$ cat config.mk
export PLATFORM = sky130hd
export DESIGN_NAME = sync_dynamic_termination_ctrl
export DESIGN_NICKNAME = d
export VERILOG_FILES = /design/src/rtl/odt_pkg.sv /design/src/rtl/sync_dynamic_termination_ctrl.sv
export SDC_FILE = /design/constraint.sdc
export NUM_CORES = 1
export LEC_CHECK = 0
export BUFFER_PORTS_ARGS = -buffer_cell sky130_fd_sc_hd__buf_2
export CORE_MARGIN = 4
export CORE_UTILIZATION = 50
export CTS_BUF_LIST = sky130_fd_sc_hd__clkbuf_4 sky130_fd_sc_hd__clkbuf_8
export DETAILED_ROUTE_END_ITERATION = 16
export PLACE_DENSITY = 0.72
export SLEW_MARGIN = 20
export SYNTH_ARGS = -nofsm -noshare
export SYNTH_HDL_FRONTEND = slang
export SYNTH_SLANG_ARGS = --single-unit
export TNS_END_PERCENT = 100
$ cat constraint.sdc
create_clock -name aclk -period 3.8 [get_ports aclk]
set_input_delay 0.19 -clock aclk [delete_from_list [all_inputs] [get_ports aclk]]
set_output_delay 0.19 -clock aclk [all_outputs]
set_load 0.005 [all_outputs]
$ cat src/rtl/odt_pkg.sv
`default_nettype none
package odt_pkg;

    // register map, byte addresses on the 32-bit bus
    localparam logic [7:0]  ADDR_CTRL   = 8'h00;
    localparam logic [7:0]  ADDR_STATUS = 8'h04;

    // control register fields
    localparam int          NOM_LSB     = 0;   // mode_reg_one A9,A6,A2 as [2:0]
    localparam int          WR_LSB      = 3;   // mode_reg_two A10,A9 as [4:3]
    localparam int          AL_LSB      = 8;   // additive_latency, 5 bits
    localparam int          CWL_LSB     = 16;  // write_cas_latency, 5 bits
    localparam int          CHOP_BIT    = 24;  // fixed burst: 1 = chop_four
    localparam int          OTF_BIT     = 25;  // on_the_fly_select allowed
    localparam logic [31:0] CTRL_RESET  = 32'h0005_0000; // cwl 5, al 0, no termination
    localparam logic [31:0] CTRL_MASK   = 32'h031F_1F1F;

    // status register fields
    localparam int          ST_TERM     = 0;
    localparam int          ST_WRSEL    = 1;
    localparam int          ST_ENA      = 2;
    localparam int          ST_DYN      = 3;
    localparam int          ST_CODE_LSB = 4;

    // latency arithmetic, in link clock cycles
    localparam logic [5:0]  LAT_OFFSET  = 6'h02;
    localparam logic [5:0]  LAT_MIN     = 6'h01;
    localparam logic [3:0]  HOLD_SHORT  = 4'h4;  // chop_four
    localparam logic [3:0]  HOLD_LONG   = 4'h6;  // burst_eight

    localparam logic [1:0]  RESP_OKAY   = 2'h0;
    localparam logic [1:0]  RESP_SLVERR = 2'h2;

    typedef struct packed {
        logic odt;   // termination request pin
        logic wr;    // write command registered
        logic chop;  // on-the-fly chop_four with the write
    } pins_t;

endpackage
`default_nettype wire

$ cat src/rtl/sync_dynamic_termination_ctrl.sv
`timescale 1ns/1ps
`default_nettype none
module sync_dynamic_termination_ctrl #(
    parameter int HIST_DEPTH = 64
) (
    input  wire logic          aclk,          // system clock
    input  wire logic          aresetn,       // sync reset, low active
    input  wire logic [7:0]    s_axi_awaddr,  // write address
    input  wire logic          s_axi_awvalid, // write address valid
    output logic               s_axi_awready, // write address ready
    input  wire logic [31:0]   s_axi_wdata,   // write data
    input  wire logic [3:0]    s_axi_wstrb,   // byte enables
    input  wire logic          s_axi_wvalid,  // write data valid
    output logic               s_axi_wready,  // write data ready
    output logic [1:0]         s_axi_bresp,   // write response
    output logic               s_axi_bvalid,  // write response valid
    input  wire logic          s_axi_bready,  // write response ready
    input  wire logic [7:0]    s_axi_araddr,  // read address
    input  wire logic          s_axi_arvalid, // read address valid
    output logic               s_axi_arready, // read address ready
    output logic [31:0]        s_axi_rdata,   // read data
    output logic [1:0]         s_axi_rresp,   // read response
    output logic               s_axi_rvalid,  // read data valid
    input  wire logic          s_axi_rready,  // read data ready
    input  wire logic          link_ck,       // memory clock pin, sampled
    input  wire odt_pkg::pins_t pins,         // odt, write, chop pins
    input  wire logic          self_refresh,  // device in self-refresh
    input  wire logic          dll_locked,    // dll on and locked
    input  wire logic          dq_driving,    // read drivers active
    output logic               term_en,       // termination switch on
    output logic               write_sel,     // write strength selected
    output logic [2:0]         rtt_code       // strength code in use
);

    if (HIST_DEPTH < 64 - 2 || HIST_DEPTH > 64) begin : g_depth_check
        $error("HIST_DEPTH must lie in 62..64 to cover the 6-bit latency");
    end

    typedef struct packed {
        odt_pkg::pins_t            s1;
        odt_pkg::pins_t            s2;
        logic                      ck1;
        logic                      ck2;
        logic                      ck_prev;
        logic [HIST_DEPTH-1:0]     odt_h;
        logic [HIST_DEPTH-1:0]     wr_h;
        logic [HIST_DEPTH-1:0]     chop_h;
        logic [3:0]                cnt;
        logic                      off_pend;
        logic                      wr_pend;
        logic                      back_pend;
        logic                      term_on;
        logic                      wr_sel;
        logic                      term_out;
        logic [2:0]                code;
        logic [31:0]               ctrl;
        logic                      aw_have;
        logic                      w_have;
        logic [7:0]                awaddr;
        logic [31:0]               wdata;
        logic [3:0]                wstrb;
        logic                      bvalid;
        logic [1:0]                bresp;
        logic                      rvalid;
        logic [31:0]               rdata;
        logic [1:0]                rresp;
    } state_t;

    state_t state_reg;
    state_t state_next;

    function automatic logic [1:0] decode(input logic [7:0] addr);
        // 0: unmapped, 1: control, 2: status
        if (addr == odt_pkg::ADDR_CTRL)
            return 2'h1;
        else if (addr == odt_pkg::ADDR_STATUS)
            return 2'h2;
        return 2'h0;
    endfunction

    logic [2:0]  nom_code;
    logic [1:0]  wr_code;
    logic [5:0]  lat;
    logic [5:0]  lat_sum;
    logic        enabled;
    logic        dynamic;
    logic        sync_mode;
    logic        ck_rise;
    logic        ck_fall;
    logic        chop_now;
    logic [31:0] status_word;

    always_comb begin
        nom_code = state_reg.ctrl[odt_pkg::NOM_LSB +: 3];
        wr_code  = state_reg.ctrl[odt_pkg::WR_LSB +: 2];
        enabled  = (nom_code != 3'h0) || (wr_code != 2'h0);
        dynamic  = wr_code != 2'h0;
        // latency is write_cas + additive - 2, at least 1; additive shifts ODT as well
        lat_sum  = 6'(state_reg.ctrl[odt_pkg::CWL_LSB +: 5])
                 + 6'(state_reg.ctrl[odt_pkg::AL_LSB +: 5]);
        lat      = (lat_sum > odt_pkg::LAT_OFFSET) ? lat_sum - odt_pkg::LAT_OFFSET
                                                   : odt_pkg::LAT_MIN;
        sync_mode = dll_locked && !self_refresh;
        ck_rise   = state_reg.ck2 && !state_reg.ck_prev;
        ck_fall   = !state_reg.ck2 && state_reg.ck_prev;
        status_word = 32'h0;
        status_word[odt_pkg::ST_TERM]             = state_reg.term_out;
        status_word[odt_pkg::ST_WRSEL]            = state_reg.wr_sel;
        status_word[odt_pkg::ST_ENA]              = enabled;
        status_word[odt_pkg::ST_DYN]              = dynamic;
        status_word[odt_pkg::ST_CODE_LSB +: 3]    = state_reg.code;
        chop_now = 1'b0;

        state_next = state_reg;
        // two-flop synchronisers for the link clock and its pins
        state_next.ck1     = link_ck;
        state_next.ck2     = state_reg.ck1;
        state_next.ck_prev = state_reg.ck2;
        state_next.s1      = pins;
        state_next.s2      = state_reg.s1;

        if (ck_rise) begin
            state_next.odt_h  = {state_reg.odt_h[HIST_DEPTH-2:0], state_reg.s2.odt};
            state_next.wr_h   = {state_reg.wr_h[HIST_DEPTH-2:0], state_reg.s2.wr};
            state_next.chop_h = {state_reg.chop_h[HIST_DEPTH-2:0], state_reg.s2.chop};
            // index lat holds the sample taken lat edges ago
            if (state_next.odt_h[lat]) begin
                state_next.term_on  = 1'b1;
                state_next.off_pend = 1'b0;
            end else if (state_reg.term_on) begin
                state_next.off_pend = 1'b1;
            end
            if (state_next.wr_h[lat]) begin
                chop_now = state_reg.ctrl[odt_pkg::OTF_BIT] ? state_next.chop_h[lat]
                                                            : state_reg.ctrl[odt_pkg::CHOP_BIT];
                state_next.wr_pend   = 1'b1;
                state_next.back_pend = 1'b0;
                state_next.cnt = chop_now ? odt_pkg::HOLD_SHORT : odt_pkg::HOLD_LONG;
            end else if (state_reg.cnt != 4'h0) begin
                state_next.cnt = state_reg.cnt - 4'h1;
                if (state_reg.cnt == 4'h1)
                    state_next.back_pend = 1'b1;
            end
        end

        // off and strength changes land on the following falling edge
        if (ck_fall) begin
            if (state_reg.off_pend) begin
                state_next.term_on  = 1'b0;
                state_next.off_pend = 1'b0;
            end
            if (state_reg.wr_pend) begin
                state_next.wr_sel  = dynamic;
                state_next.wr_pend = 1'b0;
            end
            if (state_reg.back_pend) begin
                state_next.wr_sel    = 1'b0;
                state_next.back_pend = 1'b0;
            end
        end

        if (!sync_mode || !enabled) begin
            state_next.term_on  = 1'b0;
            state_next.off_pend = 1'b0;
        end
        if (!dynamic) begin
            state_next.wr_sel  = 1'b0;
            state_next.wr_pend = 1'b0;
        end
        // termination and output drivers must never fight on the bus
        state_next.term_out = state_next.term_on && !dq_driving;
        state_next.code     = state_next.wr_sel ? {1'b0, wr_code} : nom_code;

        // register bus: address and data taken in either order
        if (s_axi_awvalid && s_axi_awready) begin
            state_next.aw_have = 1'b1;
            state_next.awaddr  = s_axi_awaddr;
        end
        if (s_axi_wvalid && s_axi_wready) begin
            state_next.w_have = 1'b1;
            state_next.wdata  = s_axi_wdata;
            state_next.wstrb  = s_axi_wstrb;
        end
        if (state_reg.aw_have && state_reg.w_have) begin
            state_next.aw_have = 1'b0;
            state_next.w_have  = 1'b0;
            state_next.bvalid  = 1'b1;
            state_next.bresp   = odt_pkg::RESP_OKAY;
            unique case (decode(state_reg.awaddr))
                2'h1: begin
                    for (int b = 0; b < 4; b++) begin
                        if (state_reg.wstrb[b])
                            state_next.ctrl[b*8 +: 8] = state_reg.wdata[b*8 +: 8]
                                                      & odt_pkg::CTRL_MASK[b*8 +: 8];
                    end
                end
                2'h2: state_next.bresp = odt_pkg::RESP_OKAY; // status is read-only
                default: state_next.bresp = odt_pkg::RESP_SLVERR;
            endcase
        end
        if (state_reg.bvalid && s_axi_bready)
            state_next.bvalid = 1'b0;

        if (s_axi_arvalid && s_axi_arready) begin
            state_next.rvalid = 1'b1;
            state_next.rresp  = odt_pkg::RESP_OKAY;
            unique case (decode(s_axi_araddr))
                2'h1: state_next.rdata = state_reg.ctrl;
                2'h2: state_next.rdata = status_word;
                default: begin
                    state_next.rdata = 32'h0;
                    state_next.rresp = odt_pkg::RESP_SLVERR;
                end
            endcase
        end else if (state_reg.rvalid && s_axi_rready) begin
            state_next.rvalid = 1'b0;
        end
    end

    always_ff @(posedge aclk) begin
        if (!aresetn) begin
            state_reg      <= '0;
            state_reg.ctrl <= odt_pkg::CTRL_RESET;
        end else begin
            state_reg <= state_next;
        end
    end

    // one write in flight: ready drops until the response is taken
    assign s_axi_awready = !state_reg.aw_have && !state_reg.bvalid;
    assign s_axi_wready  = !state_reg.w_have && !state_reg.bvalid;
    assign s_axi_bvalid  = state_reg.bvalid;
    assign s_axi_bresp   = state_reg.bresp;
    assign s_axi_arready = !state_reg.rvalid;
    assign s_axi_rvalid  = state_reg.rvalid;
    assign s_axi_rdata   = state_reg.rdata;
    assign s_axi_rresp   = state_reg.rresp;
    assign term_en       = state_reg.term_out;
    assign write_sel     = state_reg.wr_sel;
    assign rtt_code      = state_reg.code;

endmodule // sync_dynamic_termination_ctrl
`default_nettype wire

==> results.yml <==
route:
  finalWirelength_um: 30100
  top_layer_used: "met4"
  drt-initial-drc-count: 1051
  ant_nets: 0
  drc: 0
  vias: 10800
  dr.pass1.iters: 5
  wl_met1_um: 13500
  wl_met3_um: 1670
  wl_met2_um: 14200
  routedWlPerCell_um: 15.3
  vias_per_cell: 5.49
run_status:
  status: "complete, no violations"
synth:
  synthFlopType: "dfxtp_1"
  netlist_top_cells_count: "495 x nand2_1, 282 x dfxtp_1, 263 x a21oi_1"
  synthArstFlopShare_pct: 0
  yosysSeqAreaShare_pct: 45.7
  syn_area_sq_mm: 0.0124
  synthCells: 1537
  ys_warn_count: 0
  ys_ff_latch: 282
  avgSynthCellArea_sq_um: 8.04
  synth_top_cell_by_area: "dfxtp_1"
  ys_types: 77
  synth.area.top_cells: "dfxtp_1 46%, nand2_1 15%, a21oi_1 11%"
  synth_edf_count: 0
  synthDominantCellAreaShare_pct: 45.7
  yosysMostFrequentCell: "nand2_1"
layout:
  final_nets: 1689
  utilization_pct: 58.5
  drive_above_1_share_pct: 15.5
  finalNonFillerCells: 1967
  final_cell_area_sq_mm: 0.0142
  largest_reg_flops: 246
  antenna_cells: 0
  area_growth_pct: 15.1
placed_design:
  dp_cells: 1846
  place_ws_ns: -0.0237
  port_buffers: 81
  place.gp.congestion: 0.831
  dp_hpwl_um: 18600
  dpl_cell_area_sq_mm: 0.0128
clock_network:
  cts_buffer_depth: 3
  cts_buffers: 46
  clock_latency_ns: 0.56
  tritoncts: "yes"
  htreeDepth: 2
  clkSlewWorstSetupHoldPaths_ns: 0.06
  cts-root-buf: "clkbuf_8"
  cts_sinks: 282
timing:
  maxSlewViolCount: 0
  finClkSkew_ns: 0.0247
  relSlewSlack_pct: 39.4
  fin_ws_ns: 0.191
  max_freq_ghz: 0.277
  setup_tns_ns: 0
  whs_ns: 0.0381
  finalSetupViolations: 0
  worstMarginPinSlew_ns: 0.910
  finalCritPeriodShare_pct: 95.0
  min_period_ns: 3.61
  finalHoldViolations: 0
  rsz0062_at_grt: "no"
grt:
  grt_pass1_wl_um: 49100
  grt_usage_pct: 21.5
  grt_max_degree: 197
  grt_pass1_vias: 9986
  overflow: 0
  antenna_found_initial: 0
critical_path:
  end_kind: "flop"
  crit_arrival_ns: 4.12
  cp-start-kind: "flop"
  path_class: "flop to flop"
  cp.required_ns: 4.31
  cp_max_fo: 8
die:
  die-area_sq_mm: 0.0273
  die_h_um: 165
  io_pins: 112
  fp.dieW_um: 165
  row_count: 57
  start_util_pct: 50.8
  core_area_sq_mm: 0.0243
job:
  cap_violations: 0
power:
  pwr-share-comb_pct: 4.5
  power_switching_mw: 1.36
  cellInternalPower_mw: 4.59
  power_density_mw_per_mm2: 418
  clkPwrFrac_pct: 44.8
  seqPwrFrac_pct: 50.6
  leakage_nw: 5.22
  swShare_pct: 22.9
  finalPower_mw: 5.95
  ir_drop_v: 0.000328
worst_hold_path:
  hold_class: "input port to flop"
kinds of logic (layout without fill, tap and decap cells):
| logic type | Yosys count | after routing | share of synthesized area (%) |
|---|---|---|---|
| compound gates | 388 | 388 | 18.3 |
| xor+xnor | 3 | 3 | 0.334 |
| flops | 282 | 282 | 45.7 |
| simple gates | 638 | 638 | 21.3 |
| mux | 60 | 60 | 7.14 |
| buf+inv | 155 | 247 | 6.05 |
| other cells | 1 | 15 | 0.0304 |
| fa+ha+maj | 10 | 10 | 1.07 |
path summary, 6_finish.rpt:
check | start | endpoint | slack (ns) | cells past startpoint
worst min-delay path | s_axi_araddr[3] | s_axi_rresp[1]$_SDFFE_PN0P_ | 0.04 | 4
worst max-delay path | state_reg[92]$_SDFFE_PN0P_ | term_en$_SDFF_PN0_ | 0.19 | 13
worst max register to register | state_reg[92]$_SDFFE_PN0P_ | term_en$_SDFF_PN0_ | 0.19 | 13
worst min register to register | state_next[322]$_SDFF_PN0_ | state_next[321]$_SDFF_PN0_ | 0.43 | 1
worst max-delay path, stage by stage, from the launching register on:
cell and delay, ns:
dfxtp_1 0.35, ha_2 0.18, inv_1 0.05, fa_2 0.37
nand2b_1 0.18, a21oi_2 0.17, xnor2_2 0.19, mux2i_1 0.25
o21ai_0 0.21, nor2_1 0.66, nand2_1 0.10, o211a_1 0.27
a211oi_2 0.39, o211a_1 0.20
placed cells by master, fill, tap and decap left out, drive strengths merged, types with 13 or more instances in the layout:
master       netlist  final
nand2            496    496
dfxtp            282    282
a21oi            265    265
buf               60    115
clkbuf            82     75
nor2              56     56
dlygate4sd3        0     40
nand3             25     25
mux2i             24     24
o21ai             24     24
mux4              21     21
a22oi             20     20
mux2              15     15
conb               1     15
and2              13     13
layout make-up:
cell class	count	area, sq um
Clock inverter	4	22.5
Timing Repair Buffer	156	1130
Clock buffer	74	912
Multi-Input combinational cell	1114	6050
Fill cell	2217	10100
Tap cell	324	405
Inverter	13	56.3
Sequential cell	282	5650
layer usage:
| metal | track usage, % | vias to the layer above |
|---|---|---|
| met5 | 0 | - |
| met4 | 7.37 | 0 |
| met3 | 4.22 | 54 |
| met2 | 34.1 | 283 |
| met1 | 29.6 | 5108 |
| li1 | - | 5353 |
power by group through the flow:
| stage | clock (mW) | sequential, mW | combinational [mW] |
|---|---|---|---|
| after global placement | 0 | 3.07 | 0.233 |
| after CTS | 2.72 | 3.01 | 0.266 |
| final | 2.67 | 3.01 | 0.270 |
| after detailed placement | 0 | 3.07 | 0.235 |
| after global routing | 2.87 | 3.01 | 0.300 |
| after floorplan | 0 | 3.07 | 0.176 |
repair_timing:
item,CTS,global route
gates resized for setup,2,4
setup buffers,0,3
pin swaps,0,1
hold buffers,40,0
hold endpoints to repair,40,0
setup endpoints to repair,1,7
Power figures use the tool's default switching activity.
